<file path="src/core/pllc_pkg.sv">
// Package for the PLL lock and sleep clock controller.
// Assumes one 25 MHz system clock and a word-aligned 12-bit register offset.
package pllc_pkg;

    // Register byte offsets.
    localparam logic [11:0] RAW_IRQ_STATUS_OFF = 12'h050;
    localparam logic [11:0] IRQ_MASK_OFF = 12'h054;
    localparam logic [11:0] IRQ_MASKED_OFF = 12'h058;
    localparam logic [11:0] RESET_CAUSE_OFF = 12'h05C;
    localparam logic [11:0] RUN_CLOCK_CONFIG_OFF = 12'h060;
    localparam logic [11:0] RUN_CLOCK_CONFIG_EXT_OFF = 12'h070;
    localparam logic [11:0] MAIN_OSC_CONTROL_OFF = 12'h07C;
    localparam logic [11:0] RUN_GATE_OFF = 12'h100;
    localparam logic [11:0] SLEEP_GATE_OFF = 12'h110;
    localparam logic [11:0] DEEPSLEEP_GATE_OFF = 12'h120;
    localparam logic [11:0] DEEPSLEEP_CLOCK_CONFIG_OFF = 12'h144;
    localparam int GATE_WORDS = 3;

    // Reset values.
    localparam logic [31:0] RUN_CLOCK_CONFIG_RST = 32'h0780_3AD1;
    localparam logic [31:0] RUN_CLOCK_CONFIG_EXT_RST = 32'h0780_6810;
    localparam logic [31:0] GATE0_RST = 32'h0000_0040;
    localparam logic [31:0] GATE_RST = 32'h0000_0000;
    localparam logic [31:0] DEEPSLEEP_CLOCK_CONFIG_RST = 32'h0780_0000;

    // Run clock configuration fields.
    localparam int MAIN_OSC_DIS_BIT = 0;
    localparam int INT_OSC_DIS_BIT = 1;
    localparam int OSC_SRC_LSB = 4;
    localparam int CRYSTAL_SELECT_LSB = 6;
    localparam int BYPASS_BIT = 11;
    localparam int PLL_PLL_POWER_DOWN_BIT = 13;
    localparam int DIVIDER_USE_BIT = 22;
    localparam int SYS_DIV_LSB = 23;
    localparam int AUTO_GATE_BIT = 27;
    // Extended configuration fields.
    localparam int OSC_SRC_EXT_LSB = 4;
    localparam int SYS_DIV_EXT_LSB = 23;
    localparam int EXT_SELECT_BIT = 31;
    // Deep-sleep configuration fields.
    localparam int DS_OSC_LSB = 4;
    localparam int DS_DIV_LSB = 23;
    // Status and control bits.
    localparam int OSC_CHECK_EN_BIT = 0;
    localparam int OSC_FAIL_CAUSE_BIT = 16;
    localparam int PLL_LOCK_BIT = 6;

    // Oscillator source codes.
    localparam logic [2:0] OSC_MAIN = 3'h0;
    localparam logic [2:0] OSC_INTERNAL = 3'h1;

    // Relock timing in main oscillator periods; internal reset length in internal oscillator periods.
    localparam logic [15:0] RELOCK_SHORT = 16'h1200;
    localparam logic [15:0] RELOCK_LONG = 16'h2400;
    localparam logic [4:0] CRYSTAL_SELECT_LONG_LIMIT = 5'h0F;
    localparam logic [5:0] DIV_LIMIT_BASE = 6'h0F;
    localparam logic [5:0] INT_POR_PERIODS = 6'h20;

    typedef enum logic [1:0] {PWR_RUN, PWR_SLEEP, PWR_DEEP, PWR_WAKE} pllc_pwr_e;
    typedef enum logic [2:0] {
        FAIL_IDLE, FAIL_ENABLE_INTERNAL_OSC, FAIL_SWITCH, FAIL_RESET, FAIL_NMI
    } pllc_fail_e;

endpackage : pllc_pkg

</file>
<file path="src/core/pllc_relock.sv">
// Relock down counter for the PLL.
// Assumes tick_i is a one-cycle pulse per main oscillator period, already synchronised.
`timescale 1ns/1ps
`default_nettype none
module pllc_relock
    import pllc_pkg::*;
(
    input wire logic sys_clk_i,
    input wire logic rstn_i,
    input wire logic start_i,
    input wire logic long_i,
    input wire logic tick_i,
    output logic done_o
);
    logic [15:0] count_q;

    always_ff @(posedge sys_clk_i or negedge rstn_i) begin
        if (!rstn_i) begin
            count_q <= 16'h0000;
        end else if (start_i) begin
            count_q <= long_i ? RELOCK_LONG : RELOCK_SHORT;
        end else if (tick_i && count_q != 16'h0000) begin
            count_q <= count_q - 16'h0001;
        end
    end

    assign done_o = (count_q == 16'h0000) && !start_i;

endmodule : pllc_relock
`default_nettype wire

</file>
<file path="src/core/pllc_top.sv">
// Clock controller: PLL relock, oscillator check and sleep-mode clock gating.
// Assumes pins main_osc_tick_i, int_osc_tick_i and osc_freq_bad_i are asynchronous.
//
// Function
// - PLL output is not used as clock until the relock time has elapsed.
// - A write changing the crystal select starts relock; same value does not.
// - PLL leaving power-down starts a relock period.
// - Relock counts down on main oscillator periods from 0x1200 by default.
// - Crystal select above 0x0f loads 0x2400 instead.
// - Enabling and selecting PLL at once keeps the oscillator until relock ends.
// - Lock sets the raw PLL lock flag and a maskable interrupt.
// - Oscillator check works only while enabled and flags out-of-band frequency.
// - A detected oscillator failure first sets the failure reset cause bit.
// - Then internal oscillator is turned on and the system clock moves to it.
// - Then an internal reset lasts 32 internal periods and NMI is raised in the cycle of release.
// - Run mode clocks only peripherals enabled in the run gating set.
// - Sleep stops processor clock; peripherals use sleep set if auto-gating.
// - Deep-sleep stops processor clock; peripherals use deep set if auto-gating.
// - Deep-sleep source is main oscillator unless config picks internal one.
// - PLL running at deep-sleep entry is powered down; divider overridden, /16 or /64.
// - Deep-sleep exit restores source and divider first, then re-enables clocks.
// - Sleep only on processor request; an interrupt returns to run.
// - Extended-select bit makes the second configuration register take effect.
// - Crystal select picks PLL settings; clearing power-down powers the PLL.
// - Applied divisor is field plus one; PLL output is halved first.
`timescale 1ns/1ps
`default_nettype none
module pllc_top
    import pllc_pkg::*;
(
    input wire logic sys_clk_i,
    input wire logic rstn_i,
    input wire logic [11:0] reg_addr_i,
    input wire logic [31:0] reg_wdata_i,
    input wire logic reg_we_i,
    input wire logic reg_re_i,
    output logic [31:0] reg_rdata_o,
    input wire logic main_osc_tick_i,
    input wire logic int_osc_tick_i,
    input wire logic osc_freq_bad_i,
    input wire logic sleep_req_i,
    input wire logic deep_sleep_req_i,
    input wire logic wake_irq_i,
    output logic use_pll_o,
    output logic pll_prediv2_o,
    output logic [2:0] osc_source_o,
    output logic [6:0] sys_divisor_o,
    output logic pll_power_down_o,
    output logic main_osc_power_down_o,
    output logic int_osc_enable_o,
    output logic cpu_clk_enable_o,
    output logic [32*GATE_WORDS-1:0] periph_clk_enable_o,
    output logic internal_por_o,
    output logic nmi_request_o,
    output logic pll_lock_irq_o
);
    logic [31:0] run_clock_config_q;
    logic [31:0] run_clock_config_ext_q;
    logic [31:0] deepsleep_clock_config_q;
    logic osc_check_enable_q;
    logic osc_fail_cause_q;
    logic pll_lock_raw_flag_q;
    logic pll_lock_mask_q;
    logic [31:0] run_gate_regs_q [GATE_WORDS];
    logic [31:0] sleep_gate_regs_q [GATE_WORDS];
    logic [31:0] deepsleep_gate_regs_q [GATE_WORDS];
    logic [31:0] rdata_d;
    pllc_pwr_e pwr_q;
    pllc_fail_e fail_q;
    logic ds_pll_off_q;
    logic fail_internal_osc_on_q;
    logic fail_force_q;
    logic [5:0] por_count_q;
    logic pll_pd_prev_q;
    logic pll_ready_prev_q;
    logic [2:0] sync1_q;
    logic [2:0] sync2_q;
    logic [2:0] sync3_q;
    logic [GATE_WORDS-1:0] hit_run;
    logic [GATE_WORDS-1:0] hit_sleep;
    logic [GATE_WORDS-1:0] hit_deep;

    // Three-stage synchronisers for the oscillator ticks and the frequency monitor.
    always_ff @(posedge sys_clk_i or negedge rstn_i) begin
        if (!rstn_i) begin
            sync1_q <= 3'h0;
            sync2_q <= 3'h0;
            sync3_q <= 3'h0;
        end else begin
            sync1_q <= {osc_freq_bad_i, int_osc_tick_i, main_osc_tick_i};
            sync2_q <= sync1_q;
            sync3_q <= sync2_q;
        end
    end

    logic main_tick;
    logic int_tick;
    logic osc_bad;
    logic sync_main_prev_q;
    logic sync_int_prev_q;
    assign main_tick = sync2_q[0] && sync3_q[0] && !sync_main_prev_q;
    assign int_tick = sync2_q[1] && sync3_q[1] && !sync_int_prev_q;
    assign osc_bad = sync2_q[2] && sync3_q[2];

    always_ff @(posedge sys_clk_i or negedge rstn_i) begin
        if (!rstn_i) begin
            sync_main_prev_q <= 1'b0;
            sync_int_prev_q <= 1'b0;
        end else begin
            if (sync2_q[0] == sync3_q[0]) begin
                sync_main_prev_q <= sync3_q[0];
            end
            if (sync2_q[1] == sync3_q[1]) begin
                sync_int_prev_q <= sync3_q[1];
            end
        end
    end

    // Active configuration, chosen by the extended-select bit.
    logic use_ext;
    logic eff_bypass;
    logic eff_pd;
    logic [2:0] eff_osc;
    logic [5:0] eff_div;
    logic [4:0] crystal_select;
    logic [2:0] ds_osc;
    logic [5:0] ds_div;
    logic deep_now;
    assign use_ext = run_clock_config_ext_q[EXT_SELECT_BIT];
    assign eff_bypass = use_ext ? run_clock_config_ext_q[BYPASS_BIT]
                                : run_clock_config_q[BYPASS_BIT];
    assign eff_pd = use_ext ? run_clock_config_ext_q[PLL_PLL_POWER_DOWN_BIT]
                            : run_clock_config_q[PLL_PLL_POWER_DOWN_BIT];
    assign eff_osc = use_ext ? run_clock_config_ext_q[OSC_SRC_EXT_LSB +: 3]
                             : {1'b0, run_clock_config_q[OSC_SRC_LSB +: 2]};
    assign eff_div = use_ext ? run_clock_config_ext_q[SYS_DIV_EXT_LSB +: 6]
                             : {2'b00, run_clock_config_q[SYS_DIV_LSB +: 4]};
    assign crystal_select = run_clock_config_q[CRYSTAL_SELECT_LSB +: 5];
    assign ds_osc = deepsleep_clock_config_q[DS_OSC_LSB +: 3];
    assign ds_div = deepsleep_clock_config_q[DS_DIV_LSB +: 6];
    assign deep_now = (pwr_q == PWR_DEEP);

    // PLL power and relock triggers.
    logic pll_pd_act;
    logic crystal_select_change;
    logic relock_start;
    logic relock_done;
    logic pll_ready;
    assign pll_pd_act = eff_pd || (deep_now && ds_pll_off_q);
    assign crystal_select_change = reg_we_i && reg_addr_i == RUN_CLOCK_CONFIG_OFF
                         && reg_wdata_i[CRYSTAL_SELECT_LSB +: 5] != crystal_select;
    assign relock_start = crystal_select_change || (pll_pd_prev_q && !pll_pd_act);

    pllc_relock u_relock (
        .sys_clk_i(sys_clk_i),
        .rstn_i(rstn_i),
        .start_i(relock_start),
        .long_i(crystal_select_change ? reg_wdata_i[CRYSTAL_SELECT_LSB +: 5] > CRYSTAL_SELECT_LONG_LIMIT
                            : crystal_select > CRYSTAL_SELECT_LONG_LIMIT),
        .tick_i(main_tick),
        .done_o(relock_done)
    );

    assign pll_ready = relock_done && !pll_pd_act && !pll_pd_prev_q;

    always_ff @(posedge sys_clk_i or negedge rstn_i) begin
        if (!rstn_i) begin
            pll_pd_prev_q <= 1'b1;
            pll_ready_prev_q <= 1'b0;
        end else begin
            pll_pd_prev_q <= pll_pd_act;
            pll_ready_prev_q <= pll_ready;
        end
    end

    // Power mode sequencing.
    always_ff @(posedge sys_clk_i or negedge rstn_i) begin
        if (!rstn_i) begin
            pwr_q <= PWR_RUN;
            ds_pll_off_q <= 1'b0;
        end else begin
            case (pwr_q)
                PWR_RUN: begin
                    if (sleep_req_i) begin
                        pwr_q <= deep_sleep_req_i ? PWR_DEEP : PWR_SLEEP;
                        ds_pll_off_q <= deep_sleep_req_i && !eff_pd;
                    end
                end
                PWR_SLEEP: begin
                    if (wake_irq_i) begin
                        pwr_q <= PWR_RUN;
                    end
                end
                PWR_DEEP: begin
                    if (wake_irq_i) begin
                        pwr_q <= PWR_WAKE;
                    end
                end
                PWR_WAKE: begin
                    pwr_q <= PWR_RUN;
                    ds_pll_off_q <= 1'b0;
                end
                default: begin
                    pwr_q <= PWR_RUN;
                end
            endcase
        end
    end

    // Oscillator failure sequence.
    always_ff @(posedge sys_clk_i or negedge rstn_i) begin
        if (!rstn_i) begin
            fail_q <= FAIL_IDLE;
            fail_internal_osc_on_q <= 1'b0;
            fail_force_q <= 1'b0;
            por_count_q <= 6'h00;
        end else begin
            case (fail_q)
                FAIL_IDLE: begin
                    if (osc_check_enable_q && osc_bad && !fail_force_q) begin
                        fail_q <= FAIL_ENABLE_INTERNAL_OSC;
                    end else if (reg_we_i && reg_addr_i == RUN_CLOCK_CONFIG_OFF) begin
                        fail_force_q <= 1'b0;
                        fail_internal_osc_on_q <= 1'b0;
                    end
                end
                FAIL_ENABLE_INTERNAL_OSC: begin
                    fail_internal_osc_on_q <= 1'b1;
                    fail_q <= FAIL_SWITCH;
                end
                FAIL_SWITCH: begin
                    fail_force_q <= 1'b1;
                    por_count_q <= 6'h00;
                    fail_q <= FAIL_RESET;
                end
                FAIL_RESET: begin
                    if (int_tick) begin
                        por_count_q <= por_count_q + 6'h01;
                        if (por_count_q + 6'h01 == INT_POR_PERIODS) begin
                            fail_q <= FAIL_NMI;
                        end
                    end
                end
                FAIL_NMI: begin
                    fail_q <= FAIL_IDLE;
                end
                default: begin
                    fail_q <= FAIL_IDLE;
                end
            endcase
        end
    end

    // Register writes.
    always_ff @(posedge sys_clk_i or negedge rstn_i) begin
        if (!rstn_i) begin
            run_clock_config_q <= RUN_CLOCK_CONFIG_RST;
            run_clock_config_ext_q <= RUN_CLOCK_CONFIG_EXT_RST;
            deepsleep_clock_config_q <= DEEPSLEEP_CLOCK_CONFIG_RST;
            osc_check_enable_q <= 1'b0;
            pll_lock_mask_q <= 1'b0;
        end else if (reg_we_i) begin
            case (reg_addr_i)
                RUN_CLOCK_CONFIG_OFF: run_clock_config_q <= reg_wdata_i;
                RUN_CLOCK_CONFIG_EXT_OFF: run_clock_config_ext_q <= reg_wdata_i;
                DEEPSLEEP_CLOCK_CONFIG_OFF: deepsleep_clock_config_q <= reg_wdata_i;
                MAIN_OSC_CONTROL_OFF: osc_check_enable_q <= reg_wdata_i[OSC_CHECK_EN_BIT];
                IRQ_MASK_OFF: pll_lock_mask_q <= reg_wdata_i[PLL_LOCK_BIT];
                default: begin
                end
            endcase
        end
    end

    // Lock flag and failure cause: a hardware set wins over a software clear.
    always_ff @(posedge sys_clk_i or negedge rstn_i) begin
        if (!rstn_i) begin
            pll_lock_raw_flag_q <= 1'b0;
            osc_fail_cause_q <= 1'b0;
        end else begin
            if (pll_ready && !pll_ready_prev_q) begin
                pll_lock_raw_flag_q <= 1'b1;
            end else if (reg_we_i && reg_addr_i == IRQ_MASKED_OFF
                         && reg_wdata_i[PLL_LOCK_BIT]) begin
                pll_lock_raw_flag_q <= 1'b0;
            end
            if (fail_q == FAIL_IDLE && osc_check_enable_q && osc_bad && !fail_force_q) begin
                osc_fail_cause_q <= 1'b1;
            end else if (reg_we_i && reg_addr_i == RESET_CAUSE_OFF) begin
                osc_fail_cause_q <= reg_wdata_i[OSC_FAIL_CAUSE_BIT];
            end
        end
    end

    // Gating words, one set per mode.
    genvar g;
    generate
        for (g = 0; g < GATE_WORDS; g++) begin : g_gate
            assign hit_run[g] = reg_addr_i == RUN_GATE_OFF + 12'(4 * g);
            assign hit_sleep[g] = reg_addr_i == SLEEP_GATE_OFF + 12'(4 * g);
            assign hit_deep[g] = reg_addr_i == DEEPSLEEP_GATE_OFF + 12'(4 * g);

            always_ff @(posedge sys_clk_i or negedge rstn_i) begin
                if (!rstn_i) begin
                    run_gate_regs_q[g] <= (g == 0) ? GATE0_RST : GATE_RST;
                    sleep_gate_regs_q[g] <= (g == 0) ? GATE0_RST : GATE_RST;
                    deepsleep_gate_regs_q[g] <= (g == 0) ? GATE0_RST : GATE_RST;
                end else if (reg_we_i) begin
                    if (hit_run[g]) begin
                        run_gate_regs_q[g] <= reg_wdata_i;
                    end
                    if (hit_sleep[g]) begin
                        sleep_gate_regs_q[g] <= reg_wdata_i;
                    end
                    if (hit_deep[g]) begin
                        deepsleep_gate_regs_q[g] <= reg_wdata_i;
                    end
                end
            end

            always_ff @(posedge sys_clk_i or negedge rstn_i) begin
                if (!rstn_i) begin
                    periph_clk_enable_o[32*g +: 32] <= GATE_RST;
                end else begin
                    case (pwr_q)
                        PWR_SLEEP: periph_clk_enable_o[32*g +: 32] <=
                            run_clock_config_q[AUTO_GATE_BIT] ? sleep_gate_regs_q[g]
                                                              : run_gate_regs_q[g];
                        PWR_DEEP, PWR_WAKE: periph_clk_enable_o[32*g +: 32] <=
                            run_clock_config_q[AUTO_GATE_BIT] ? deepsleep_gate_regs_q[g]
                                                              : run_gate_regs_q[g];
                        default: periph_clk_enable_o[32*g +: 32] <= run_gate_regs_q[g];
                    endcase
                end
            end
        end
    endgenerate

    // Read data, valid the cycle after the strobe.
    always_comb begin
        rdata_d = 32'h0000_0000;
        case (reg_addr_i)
            RAW_IRQ_STATUS_OFF: rdata_d[PLL_LOCK_BIT] = pll_lock_raw_flag_q;
            IRQ_MASK_OFF: rdata_d[PLL_LOCK_BIT] = pll_lock_mask_q;
            IRQ_MASKED_OFF: rdata_d[PLL_LOCK_BIT] = pll_lock_raw_flag_q && pll_lock_mask_q;
            RESET_CAUSE_OFF: rdata_d[OSC_FAIL_CAUSE_BIT] = osc_fail_cause_q;
            RUN_CLOCK_CONFIG_OFF: rdata_d = run_clock_config_q;
            RUN_CLOCK_CONFIG_EXT_OFF: rdata_d = run_clock_config_ext_q;
            MAIN_OSC_CONTROL_OFF: rdata_d[OSC_CHECK_EN_BIT] = osc_check_enable_q;
            DEEPSLEEP_CLOCK_CONFIG_OFF: rdata_d = deepsleep_clock_config_q;
            default: begin
                for (int i = 0; i < GATE_WORDS; i++) begin
                    if (hit_run[i]) begin
                        rdata_d = run_gate_regs_q[i];
                    end
                    if (hit_sleep[i]) begin
                        rdata_d = sleep_gate_regs_q[i];
                    end
                    if (hit_deep[i]) begin
                        rdata_d = deepsleep_gate_regs_q[i];
                    end
                end
            end
        endcase
    end

    always_ff @(posedge sys_clk_i or negedge rstn_i) begin
        if (!rstn_i) begin
            reg_rdata_o <= 32'h0000_0000;
        end else begin
            reg_rdata_o <= reg_re_i ? rdata_d : 32'h0000_0000;
        end
    end

    // Clock source, divider and oscillator controls.
    logic ds_internal;
    logic [5:0] div_field;
    assign ds_internal = deep_now && ds_osc != OSC_MAIN;

    always_comb begin
        if (deep_now && ds_pll_off_q) begin
            div_field = (!use_ext && ds_div > DIV_LIMIT_BASE) ? DIV_LIMIT_BASE : ds_div;
        end else if (run_clock_config_q[DIVIDER_USE_BIT]) begin
            div_field = eff_div;
        end else begin
            div_field = 6'h00;
        end
    end

    always_ff @(posedge sys_clk_i or negedge rstn_i) begin
        if (!rstn_i) begin
            use_pll_o <= 1'b0;
            pll_prediv2_o <= 1'b0;
            osc_source_o <= OSC_MAIN;
            sys_divisor_o <= 7'h01;
            pll_power_down_o <= 1'b1;
            main_osc_power_down_o <= 1'b0;
            int_osc_enable_o <= 1'b0;
            pll_lock_irq_o <= 1'b0;
        end else begin
            use_pll_o <= !eff_bypass && pll_ready && !fail_force_q && !deep_now;
            pll_prediv2_o <= !eff_bypass && pll_ready && !fail_force_q && !deep_now;
            if (fail_force_q) begin
                osc_source_o <= OSC_INTERNAL;
            end else if (deep_now) begin
                osc_source_o <= ds_internal ? ds_osc : OSC_MAIN;
            end else begin
                osc_source_o <= eff_osc;
            end
            sys_divisor_o <= {1'b0, div_field} + 7'h01;
            pll_power_down_o <= pll_pd_act;
            main_osc_power_down_o <= ds_internal || run_clock_config_q[MAIN_OSC_DIS_BIT];
            int_osc_enable_o <= !run_clock_config_q[INT_OSC_DIS_BIT] || fail_internal_osc_on_q
                                || ds_internal;
            pll_lock_irq_o <= pll_lock_raw_flag_q && pll_lock_mask_q;
        end
    end

    always_ff @(posedge sys_clk_i or negedge rstn_i) begin
        if (!rstn_i) begin
            cpu_clk_enable_o <= 1'b1;
            internal_por_o <= 1'b0;
            nmi_request_o <= 1'b0;
        end else begin
            // The wake state keeps the processor off so the restored clock lands first.
            cpu_clk_enable_o <= pwr_q == PWR_RUN && !sleep_req_i;
            internal_por_o <= (fail_q == FAIL_SWITCH) || (fail_q == FAIL_RESET
                              && !(int_tick && por_count_q + 6'h01 == INT_POR_PERIODS));
            nmi_request_o <= (fail_q == FAIL_RESET && int_tick
                              && por_count_q + 6'h01 == INT_POR_PERIODS);
        end
    end

endmodule : pllc_top
`default_nettype wire

</file>
<file path="config.mk">
export PLATFORM = sky130hd
export DESIGN_NAME = pllc_top
export DESIGN_NICKNAME = d
export VERILOG_FILES = /design/src/core/pllc_pkg.sv /design/src/core/pllc_relock.sv /design/src/core/pllc_top.sv
export SDC_FILE = /design/constraint.sdc
export NUM_CORES = 1
export LEC_CHECK = 0
export BUFFER_PORTS_ARGS = -buffer_cell sky130_fd_sc_hd__buf_2
export CAP_MARGIN = 25
export CORE_MARGIN = 3
export CORE_UTILIZATION = 50
export CTS_CLUSTER_SIZE = 28
export DETAILED_ROUTE_END_ITERATION = 16
export GPL_TIMING_DRIVEN = 1
export MAX_ROUTING_LAYER = met4
export PLACE_DENSITY = 0.67
export SYNTH_ARGS = -nofsm -noshare
export SYNTH_HDL_FRONTEND = slang
export SYNTH_SLANG_ARGS = --single-unit
</file>
<file path="constraint.sdc">
create_clock -name sys_clk_i -period 3.35 [get_ports sys_clk_i]
set_input_delay 0.67 -clock sys_clk_i [delete_from_list [all_inputs] [get_ports sys_clk_i]]
set_output_delay 0.67 -clock sys_clk_i [all_outputs]
set_load 0.005 [all_outputs]
</file>
Word level (Yosys, flattened, before mapping)
Index checks and enable logic that the tools add are counted.
{"block": "totals", "word_cells": 235, "register_bits": 576, "output_inout_bits": 147, "input_bits": 54}
{"block": "classes", "mux": 60, "n_eq_ne": 35, "add_sub_neg": 3, "magnitude_cmp": 3, "n_reduce_logical": 91}
{"operator": "32-bit two-way mux", "n": 16}
{"operator": "32-bit one-hot mux with 2 select lines", "n": 3}
{"operator": "12-bit by 9-bit == test with 1-bit output, second input constant", "n": 10}
{"operator": "12-bit by 7-bit == test with 1-bit output, second input constant", "n": 7}
{"operator": "15-bit one-hot mux with 4 select lines", "n": 1}
{"operator": "9-bit one-hot mux with 4 select lines", "n": 1}
{"operator": "1-bit logical AND", "n": 34}
{"operator": "16-bit two-way mux", "n": 2}
{"operator": "2-bit AND reduction", "n": 16}
{"operator": "6-bit two-way mux", "n": 5}
{"operator": "3-bit two-way mux", "n": 7}
{"operator": "5-bit one-hot mux with 4 select lines", "n": 1}
{"operator": "16-bit zero test", "n": 1}
{"operator": "16-bit nonzero test", "n": 1}
{"operator": "16-bit by 1-bit subtractor with 16-bit output, second input constant", "n": 1}
{"operator": "1-bit zero test", "n": 14}
{"operator": "14-bit two-way mux", "n": 1}
{"operator": "2-bit inequality test, second input constant", "n": 7}
{"operator": "2-bit nonzero test", "n": 7}
{"operator": "3-bit one-hot mux with 4 select lines", "n": 1}
{"operator": "6-bit one-hot mux with 2 select lines", "n": 1}
{"operator": "3-bit AND reduction", "n": 4}
{"operator": "5-bit by 4-bit > comparator with 1-bit output, second input constant", "n": 2}
{"operator": "1-bit two-way mux", "n": 10}
{"operator": "other kinds (23)", "n": 39}

Logic depth before layout (Yosys ltp)
Gate-level depths: netlist (run 1).
{"block": "depth", "ltp_word": 13, "ltp_mapped": 10, "ltp_nobuf": 8}

Modules after synthesis
From an unflattened synthesis (run 1), not the netlist that was laid out.
{"block": "hier_totals", "cells_unflattened": 2388, "area_unflattened_um2": 27543.9}
{"mod": "pllc_top", "seq_area_each_um2": 14051.0, "cells_each": 2273, "area_per_inst_um2": 26514.2, "instances": 1}
{"mod": "pllc_relock", "seq_area_each_um2": 400.4, "cells_each": 115, "area_per_inst_um2": 1029.7, "instances": 1}

Worst setup path after synthesis (run 1)
Ideal clock, no wire load.
{"block": "synth_timing", "kind": "input to register", "start": "in reg_addr_i[3]", "end": "reg run_clock_config_q[14]", "setup_time_ns": 0.125, "t_arrival_ns": 2.294, "cell_stages": 8, "path_slack_ns": 0.931, "n_path_buf": 4, "cell_sequence": "buf_2 or3_1 buf_2 nor3_1 and3_1 buf_2 buf_2 mux2_2"}
{"block": "synth_between", "elab_chain_cells": 2}
{"item": "start, declared", "line_no": "pllc_top.sv:33", "rtl": "input wire logic [11:0] reg_addr_i,"}
{"item": "12-bit by 7-bit == test with 1-bit output", "line_no": "pllc_top.sv:263", "rtl": "case (reg_addr_i)"}
{"item": "2-bit AND reduction (no line)"}
{"item": "end signal, assigned", "line_no": "pllc_top.sv:264", "rtl": "RUN_CLOCK_CONFIG_OFF: run_clock_config_q <= reg_wdata_i;"}
{"item": "end, declared", "line_no": "pllc_top.sv:57", "rtl": "logic [31:0] run_clock_config_q;"}
Every way passes these cells.
A chain may end at the register's enable or synchronous reset.

Worst setup path after layout (run 1)
{"block": "layout_timing", "start": "reg run_clock_config_ext_q[31]", "end": "reg u_relock.count_q[12]"}
{"block": "layout_between", "elab_chain_cells": 6, "word_cells_on_any_way": 7}
{"item": "start, declared", "line_no": "pllc_top.sv:58", "rtl": "logic [31:0] run_clock_config_ext_q;"}
{"item": "start signal, assigned", "line_no": "pllc_top.sv:265", "rtl": "RUN_CLOCK_CONFIG_EXT_OFF: run_clock_config_ext_q <= reg_wdata_i;"}
{"item": "1-bit two-way mux (*)", "line_no": "pllc_top.sv:132", "rtl": "assign eff_pd = use_ext ? run_clock_config_ext_q[PLL_PLL_POWER_DOWN_BIT]"}
{"item": "1-bit logical OR (*)", "line_no": "pllc_top.sv:149", "rtl": "assign pll_pd_act = eff_pd || (deep_now && ds_pll_off_q);"}
{"item": "net pll_pd_act", "line_no": "pllc_top.sv:144", "rtl": "logic pll_pd_act;"}
{"item": "1-bit zero test (*)", "line_no": "pllc_top.sv:152", "rtl": "assign relock_start = crystal_select_change || (pll_pd_prev_q && !pll_pd_act);"}
{"item": "1-bit logical AND (*)", "line_no": "pllc_top.sv:152"}
{"item": "1-bit logical OR (*)", "line_no": "pllc_top.sv:152"}
{"item": "16-bit two-way mux or 2-bit nonzero test (tied branches)"}
{"item": "end signal, assigned", "line_no": "pllc_relock.sv:21", "rtl": "count_q <= long_i ? RELOCK_LONG : RELOCK_SHORT;"}
{"item": "end signal, assigned", "line_no": "pllc_relock.sv:23", "rtl": "count_q <= count_q - 16'h0001;"}
{"item": "end, declared", "line_no": "pllc_relock.sv:15", "rtl": "logic [15:0] count_q;"}
The timed path passes the listed nets; every way through them passes the cells marked *.

==> flow_summary.toml, run 1 <==
[status]
status = "completed"

[floorplanning]
start_util_pct = 51.22
rows = 83
die-area_mm2 = 0.05611
boundaryPins = 201
die_w_um = 236.9
die_y_um = 236.9
coreArea_mm2 = 0.05203

[setup_path]
worst_setup_path_start_kind = "flip-flop"
crit_slowest_cell = "dfrtp_1"
cp.arrival_ns = 3.04
r2r-end = "u_relock.count_q[12]"
r2r_cells = 4
cp_num_buf_inv = 0
reg2reg_slack_ns = 0.86
worstPathRequired_ns = 3.90
crit_path_end_kind = "flip-flop"
cpLargestDelayFamily = "flip-flops"
path_cells = "mux2_2 > nand2b_1 > o21ai_2 > mux2i_1"
cp_max_fo = 16
reg2reg_from = "run_clock_config_ext_q[31]"
cpPeakStageDelay_ns = 0.81
crit_type = "flip-flop to flip-flop"

[detailed_routing]
drc = 0
num_vias = 19300
drtAntennaViolNets = 0
vias_per_cell = 6.380
drt_iter0_markers = 1709
wl_um = 80160
dr.pass1.iters = 5
wl_per_cell_um = 26.50

[run]
maxCapViolCount = 0

[synth]
synthArstFlopShare_pct = 100.0
yosys.area.top_type = "dfrtp_1"
ys_types = 66
synthesis.nets = 2217
avgSynthCellArea_um2 = 12.35
synth.area.top_cells = "dfrtp_1 (51%), mux2_2 (10%), mux2_1 (8.4%)"
syn-cell-area_mm2 = 0.02665
ys_ff_latch = 576
synthFlopType = "dfrtp_1"
synthCells = 2158
netlist.area_leader.share_pct = 51.27
synth_edf_count = 0
synth.yosys.seq_area_share_pct = 54.23
yosysWarnings = 0

[clock_network]
clockBufferDepth = 3
cts_buffers = 60
clk_pin_slew_worst_paths_ns = 0.06
cts_num_sinks = 576
tritoncts = "built"
h-tree-depth = 2
root_buffer = "clkbuf_16"
clk_latency_ns = 0.63

[worst_hold_path]
min-delay-path-class = "input pin to flip-flop"
hold_end = "sync1_q[2]"
hold_depth = 1
hold_start = "osc_freq_bad_i"

[finish]
ff_latch_area_mm2 = 0.01446
fin_nets = 2350
fillers = 4213
stdcell_area_mm2 = 0.03062
final_cells = 3025
multi_input_area_mm2 = 0.01125
drive_gt1_share_pct = 28.85
fin_util_pct = 58.85
area_growth_pct = 14.90

[global_routing]
grt_max_degree = 112
grt_pass1_wl_um = 122700
grt_usage_pct = 29.04
antenna_found_initial = 2
grt_pass1_vias = 19980
grt_overflow_total = 0

[place]
placed_cell_area_mm2 = 0.02858
dpl.hpwl_um = 52900
placedCellCount = 2908
io_buffers = 200
post-place-ws_ns = 0.3381
gp_congestion = 0.9389

[timing]
setup_tns_ns = 0
relSlewSlack_pct = 38.74
setup-violations-final = 0
worstMarginPinSlew_ns = 0.9169
fin_crit_ns = 2.489
hold_viol = 0
skew_ns = 0.01550
rsz0062_at_grt = "false"
finalMaxSlewViolations = 0
fin_crit_sh_pct = 74.30
fin_hold_ws_ns = 0.1460
fmax_mhz = 401.8
setup_ws_ns = 0.8609

[power]
power_leakage_nw = 15.06
p_per_area_mw_per_mm2 = 511.1
total_power_mw = 15.65
vdd_drop_max_mv = 0.3878
## logic make-up (layout without fill, tap and decap cells)
kind of cell	Yosys count	count (layout)	synth area share [%]
flip-flops	576	576	54.23
AO/OA/AOI/OAI	542	542	15.41
multiplexers	463	463	19.45
AND/OR/NAND/NOR	321	321	6.141
buffers and inverters	226	411	3.718
XOR/XNOR	25	25	0.8216
adder cells (fa/ha/maj)	5	5	0.2347
other	0	2	0
## synthesized netlist by cell type (all sizes together), types with 10 or more instances
| library cell | instances |
|---|---|
| dfrtp | 546 |
| dfstp | 30 |
| o221ai | 30 |
| mux2 | 438 |
| nor2 | 89 |
| a22o | 196 |
| a221oi | 27 |
| a22oi | 55 |
| xor2 | 12 |
| inv | 13 |
| xnor2 | 13 |
| a311oi | 28 |
| nand3 | 52 |
| nand2b | 10 |
| a21oi | 44 |
| clkbuf | 122 |
| mux2i | 25 |
| nand2 | 61 |
| o21ai | 102 |
| buf | 91 |
| nor2b | 10 |
| nor3 | 45 |
| o2bb2ai | 19 |
## registers in the layout, indices dropped and copies added (netlist names), 6 cells and up
| name | flops |
|---|---|
| deepsleep_gate_regs_q | 96 |
| periph_clk_enable_o | 96 |
| run_gate_regs_q | 96 |
| sleep_gate_regs_q | 96 |
| deepsleep_clock_config_q | 32 |
| reg_rdata_o | 32 |
| run_clock_config_ext_q | 32 |
| run_clock_config_q | 32 |
| u_relock.count_q | 16 |
| sys_divisor_o | 7 |
| por_count_q | 6 |
## per-layer routing
metal / track usage (%) / vias up / share of wire (%)
met4: 11.89 / 0 / 4.2
met3: 3.704 / 189 / 5.6
met2: 47.32 / 712 / 49
met1: 36.95 / 10060 / 41
met5: - / - / 0
li1: - / 8340 / -
## placed cells by master, fill, tap and decap left out, types with 12 or more instances in the layout
| cell type | synthesis | layout |
|---|---|---|
| nor2_1 | 89 | 89 |
| o221ai_1 | 30 | 30 |
| dfstp_2 | 30 | 30 |
| a22o_1 | 196 | 196 |
| buf_12 | 0 | 25 |
| xor2_1 | 12 | 12 |
| clkbuf_16 | 0 | 61 |
| clkinv_2 | 0 | 17 |
| o21ai_0 | 76 | 76 |
| o21ai_1 | 25 | 24 |
| mux2_2 | 240 | 240 |
| a311oi_1 | 28 | 28 |
| a21oi_1 | 44 | 44 |
| clkbuf_1 | 122 | 13 |
| nor3_1 | 41 | 41 |
| inv_1 | 13 | 13 |
| xnor2_1 | 13 | 13 |
| dfrtp_1 | 546 | 544 |
| a22oi_1 | 55 | 55 |
| buf_2 | 72 | 198 |
| mux2_1 | 198 | 198 |
| clkbuf_8 | 0 | 13 |
| o2bb2ai_1 | 19 | 19 |
| a221oi_1 | 27 | 27 |
| nand2_1 | 58 | 58 |
| nand3_1 | 51 | 51 |
| buf_4 | 8 | 58 |
| mux2i_1 | 25 | 25 |
## worst register-to-register path: stages, from the launching register on
cell,delay [ns]
dfrtp_1,0.81
mux2_2,0.43
nand2b_1,0.25
o21ai_2,0.65
mux2i_1,0.27
## how the worst max path moves through the flow
stage	from	to	slack, ns	cells after the start
floorplan	reg_addr_i[3]	run_clock_config_q[14]	0.93	8
global placement	reg_addr_i[4]	reg_rdata_o[26]	0.39	8
detailed placement	reg_addr_i[9]	u_relock.count_q[10]	0.34	7
CTS	run_clock_config_ext_q[31]	u_relock.count_q[12]	0.86	4
global route	run_clock_config_ext_q[31]	u_relock.count_q[12]	0.69	4
finish	run_clock_config_ext_q[31]	u_relock.count_q[12]	0.86	4
## area by class of cell
class	instances	area share, %
multi-input cells	1356	36.74
well taps	680	2.779
inverters	13	0.1594
repair buffers	284	6.464
flip-flops and latches	576	47.22
clock buffers	87	5.729
diodes	2	0.01634
clock inverters	27	0.8908
## power by group
part | switching (mW) | internal, mW | leakage [nW]
combinational | 1.13 | 0.429 | 6.21
clock | 2.81 | 4.01 | 1.01
sequential | 0.168 | 7.10 | 7.84
total | 4.10 | 11.5 | 15.1
## timing repair
| item | 4_1_cts | 5_1_grt |
|---|---|---|
| resized for setup | 0 | 0 |
| hold buffers | 1 | 0 |
| setup buffers | 0 | 0 |
| hold endpoints to repair | 15 | 0 |
No activity file was read; power rests on OpenSTA's default activity.
==> inputs of run 2 (changes only) <==
==> constraint.sdc (replaced) <==
create_clock -name sys_clk_i -period 2.48 [get_ports sys_clk_i]
set_input_delay 0.496 -clock sys_clk_i [delete_from_list [all_inputs] [get_ports sys_clk_i]]
set_output_delay 0.496 -clock sys_clk_i [all_outputs]
set_load 0.005 [all_outputs]
==> run 2 against run 1 <==
Compared with the run above:
- critical path depth up 2
- wire length up 0.52%
- die area unchanged
- total power up 41%
- first-iteration DRC count down 3.2%
- critical path type unchanged
- sequential power up 34%
- worst setup slack worse by 0.56 ns
- sequential cell count unchanged
- non-clock buffer count up 91
- worst hold slack worse by 0.097 ns
- cell count up 3.0%
- cell area up 3.9%
==> flow_summary.toml, run 2 (same netlist as run 1, synthesis figures left out) <==
[detailed_routing]
vias_per_cell = 6.327
dr.pass1.iters = 5
wl_per_cell_um = 25.87
num_vias = 19710
wl_um = 80570
drc = 0
drt_iter0_markers = 1654
drtAntennaViolNets = 0

[timing]
setup-violations-final = 0
fin_crit_sh_pct = 88.01
fmax_mhz = 458.2
setup_tns_ns = 0
fin_crit_ns = 2.183
skew_ns = 0.03054
fin_hold_ws_ns = 0.04874
setup_ws_ns = 0.2974
finalMaxSlewViolations = 0
rsz0062_at_grt = "false"
worstMarginPinSlew_ns = 0.6201
relSlewSlack_pct = 58.66
hold_viol = 0

[power]
clkPwrFrac_pct = 45.8
switchingPower_mw = 5.605
seq_power_share_pct = 44.2
switching_share_pct = 25.38
vdd_drop_max_mv = 0.5771
p_per_area_mw_per_mm2 = 694.1
power_leakage_nw = 15.70
p_int_mw = 16.48
comb_power_share_pct = 10.0

[finish]
fin_nets = 2441
area_growth_pct = 19.39
mostFrequentLayoutCells = "dfrtp_1 (544), mux2_2 (240), mux2_1 (198), buf_2 (198), a22o_1 (196)"
stdcell_area_mm2 = 0.03182
drive_gt1_share_pct = 31.52
final_common_cell = "dfrtp_1"

[global_routing]
grt-busiest-layer = "met2"
grt_overflow_total = 0
use_met3_pct = 4.146
gr-usage-met2_pct = 47.22
grt_pass1_vias = 20400
grt_pass1_wl_um = 123100
antenna_found_initial = 2
grt_max_degree = 97
grtUsageMet1_pct = 36.64
grt_usage_pct = 29.16

[clock_network]
cts_num_sinks = 576
root_buffer = "clkbuf_16"
h-tree-depth = 2
clk_latency_ns = 0.64
cts_buffers = 60
clk_pin_slew_worst_paths_ns = 0.07
cts-resized-gates = 0
cts_hold_buf = 4
clockBufferDepth = 3
postCtsSetupBuffers = 0
tritoncts = "built"

[floorplanning]
boundaryPins = 201
rows = 83
die-area_mm2 = 0.05611
start_util_pct = 51.22
die_w_um = 236.9
die_y_um = 236.9
coreArea_mm2 = 0.05203

[setup_path]
crit_type = "flip-flop to flip-flop"
crit_path_end_kind = "flip-flop"
worst_setup_path_start_kind = "flip-flop"
worstPathRequired_ns = 3.00
cp.arrival_ns = 2.71
reg2reg_slack_ns = 0.30
cp_max_fo = 7

[place]
post-place-ws_ns = -0.09028
io_buffers = 200
placed_cell_area_mm2 = 0.02952
dpl.hpwl_um = 53850
gp_congestion = 0.9512

[run]
maxCapViolCount = 0

[worst_hold_path]
min-delay-path-class = "input pin to flip-flop"

[status]
status = "completed"
[run 2: changes by cell type in the layout (fill, tap and decap cells not counted), sizes merged]
| cell | change |
|---|---|
| dlygate4sd3 | +3 |
| buf | +88 |
| bufinv | +7 |
| clkinv | -8 |
| clkinvlp | +3 |
| inv | -3 |
[run 2: path summary, 6_finish.rpt]
| check | from | to | cells past startpoint |
|---|---|---|---|
| max | u_relock.count_q[6] | u_relock.count_q[6] | 6 |
| min | sleep_req_i | cpu_clk_enable_o | 2 |
| max reg2reg | u_relock.count_q[6] | u_relock.count_q[6] | 6 |
| min reg2reg | sync1_q[0] | sync2_q[0] | 0 |
| max in group asynchronous | rstn_i | run_gate_regs_q[68] | 3 |
| min in group asynchronous | rstn_i | sys_divisor_o[5] | 2 |
[run 2: power groups by stage]
stage / Combinational (mW) / Sequential, mW / Clock (mW)
CTS: 2.21 / 9.76 / 10.3
finish: 2.21 / 9.76 / 10.1
global placement: 2.15 / 9.92 / 0
detailed placement: 2.19 / 9.93 / 0
floorplan: 1.10 / 9.88 / 0
global route: 2.37 / 9.78 / 10.7
[run 2: final cells by class]
cell class | count | area (um2)
timing repair buffer | 375 | 2950
clock inverter | 26 | 459.2
tap | 680 | 850.8
multi-input combinational | 1356 | 11250
fill | 4107 | 20210
inverter | 13 | 48.80
clock buffer | 87 | 1795
antenna | 2 | 5.005
sequential | 576 | 14460
[run 2: worst max-delay path, cell delays in order (launching register included)]
cell	delay [ns]
dfrtp_1	0.40
or4_1	0.60
or3_1	0.40
o21a_1	0.28
nand3_1	0.14
xor2_1	0.18
nor2_1	0.06
[run 2: metal layers]
metal  share of wire, %  wire [um]  vias up
met4                4.7       3774        0
met1                 40      32470    10180
li1                   -          -     8546
met3                5.8       4690      218
met2                 49      39640      764
met5                  0          0        -
[run 2: through the flow]
stage / power [mW] / cells / util (%)
after floorplan: 10.98 / 2158 / -
after global placement: 12.06 / 2996 / 56.74
after detailed placement: 12.12 / 2996 / 56.74
after CTS: 22.24 / 3113 / 61.15
after global routing: 22.81 / 3115 / 61.16
final: 22.09 / 3115 / 61.16
==> inputs of run 3 (changes only) <==
--- a/config.mk
+++ b/config.mk
@@ -13,7 +13,7 @@
 export DETAILED_ROUTE_END_ITERATION = 16
 export GPL_TIMING_DRIVEN = 1
 export MAX_ROUTING_LAYER = met4
-export PLACE_DENSITY = 0.67
+export PLACE_DENSITY = 0.68
 export SYNTH_ARGS = -nofsm -noshare
 export SYNTH_HDL_FRONTEND = slang
 export SYNTH_SLANG_ARGS = --single-unit
==> run 3 against run 2 <==
Compared with the run above:
- clock power is 9.9% higher
- worst hold slack improved by 0.032 ns
- global-route usage up 0.13 points
- cell area up 0.19%
- worst setup slack worse by 0.051 ns
- clock-buffer cell count did not move
- highest routed layer unchanged
==> flow_summary.toml, run 3 (same netlist as run 1, synthesis figures left out) <==
[timing]
skew_ns = 0.01576
worstMarginPinSlew_ns = 0.7804
setup-violations-final = 0
finalMaxSlewViolations = 0
fin_crit_ns = 2.233
fmax_mhz = 447.8
setup_tns_ns = 0
relSlewSlack_pct = 47.32
rsz0062_at_grt = "false"
hold_viol = 0
fin_crit_sh_pct = 90.05
fin_hold_ws_ns = 0.08056
setup_ws_ns = 0.2468

[floorplanning]
die_y_um = 236.9
boundaryPins = 201
coreArea_mm2 = 0.05203
start_util_pct = 51.22
die-area_mm2 = 0.05611
die_w_um = 236.9
rows = 83

[setup_path]
worstPathRequired_ns = 2.96
cp_num_buf_inv = 0
cpLargestDelayFamily = "simple AND/OR/NAND/NOR gates"
crit_start = "u_relock.count_q[4]"
cp_max_fo = 4
crit_slowest_cell = "or4_1"
cp.arrival_ns = 2.71
cpPeakStageDelay_ns = 0.62
reg2reg_slack_ns = 0.25
reg2reg_from = "u_relock.count_q[4]"
crit_type = "flip-flop to flip-flop"
cp_common_cell = "or3_1"
crit_path_end_kind = "flip-flop"
path_cells = "or4_1 > or3_1 > o21ai_1 > or3_1 > xor2_1 > nor2_1"
worst_setup_path_start_kind = "flip-flop"

[finish]
fin_nets = 2437
fillers = 4129
area_growth_pct = 19.62
fin_util_pct = 61.28
ff_latch_area_mm2 = 0.01446
drive_gt1_share_pct = 31.32
mostFrequentLayoutCells = "dfrtp_1 (544), mux2_2 (240), mux2_1 (198), buf_2 (198), a22o_1 (196)"
multi_input_area_mm2 = 0.01125
final_common_cell = "dfrtp_1"

[clock_network]
cts_hold_buf = 4
clk_pin_slew_worst_paths_ns = 0.06
clockBufferDepth = 3
tritoncts = "built"
cts_num_sinks = 576
cts_buffers = 66
clk_latency_ns = 0.60
cts-resized-gates = 0
root_buffer = "clkbuf_16"
postCtsSetupBuffers = 0
h-tree-depth = 3

[status]
status = "completed"

[power]
vdd_drop_max_mv = 0.6506
p_per_area_mw_per_mm2 = 721.8
power_leakage_nw = 15.73

[global_routing]
grt_pass1_wl_um = 123800
grt_usage_pct = 29.30
grt_max_degree = 98
grt_overflow_total = 0
grt_pass1_vias = 20450
antenna_found_initial = 3

[detailed_routing]
drtAntennaViolNets = 0
vias_per_cell = 6.355
num_vias = 19790
drt_iter0_markers = 1692
wl_um = 80820
drc = 0
dr.pass1.iters = 5
wl_per_cell_um = 25.95

[place]
gp_congestion = 0.9256
dpl.hpwl_um = 53860
post-place-ws_ns = -0.2119
io_buffers = 200

[worst_hold_path]
min-delay-path-class = "input pin to flip-flop"
hold_start = "sleep_req_i"

[run]
maxCapViolCount = 0
## run 3: changes by cell type in the layout (fill, tap and decap cells not counted), sizes merged
cell | before | now
buf | 371 | 361
bufinv | 12 | 18
clkinv | 10 | 12
clkinvlp | 4 | 1
diode | 2 | 4
inv | 13 | 15
## run 3: worst paths after layout
check | end | cells after the start
worst min-delay path | cpu_clk_enable_o | 2
min in group asynchronous | run_clock_config_q[22] | 2
worst min register to register | sync2_q[1] | 0
max in group asynchronous | por_count_q[4] | 4
worst max-delay path | u_relock.count_q[4] | 6
worst max register to register | u_relock.count_q[4] | 6
## run 3: cell type report
cell class              count  area share (%)
multi-input cells        1356           35.29
clock buffers              87           5.785
repair buffers            365           8.744
inverters                  13          0.1531
well taps                 680           2.669
diodes                      4         0.03140
clock inverters            33           1.974
flip-flops and latches    576           45.35
## run 3: layer usage
layer | GRT usage, % | vias to the layer above | wire length, um
met5 | - | - | 0
met4 | 11.34 | 0 | 3251
met1 | 37.11 | 10270 | 32760
met3 | 4.705 | 196 | 4847
met2 | 47.52 | 797 | 39960
li1 | - | 8526 | -
## run 3: through the flow
stage               power [mW]  std cells  area [um2]
floorplan                10.98       2158       26650
global placement         12.00       2986       29360
detailed placement       12.06       2986       29360
CTS                      23.16       3110       31870
global route             23.68       3113       31880
finish                   23.01       3114       31880
## run 3: power breakdown
| group | switching [mW] | internal (mW) | total [mW] |
|---|---|---|---|
| Combinational | 1.56 | 0.590 | 2.15 |
| Sequential | 0.193 | 9.60 | 9.79 |
| Clock | 3.95 | 7.12 | 11.1 |
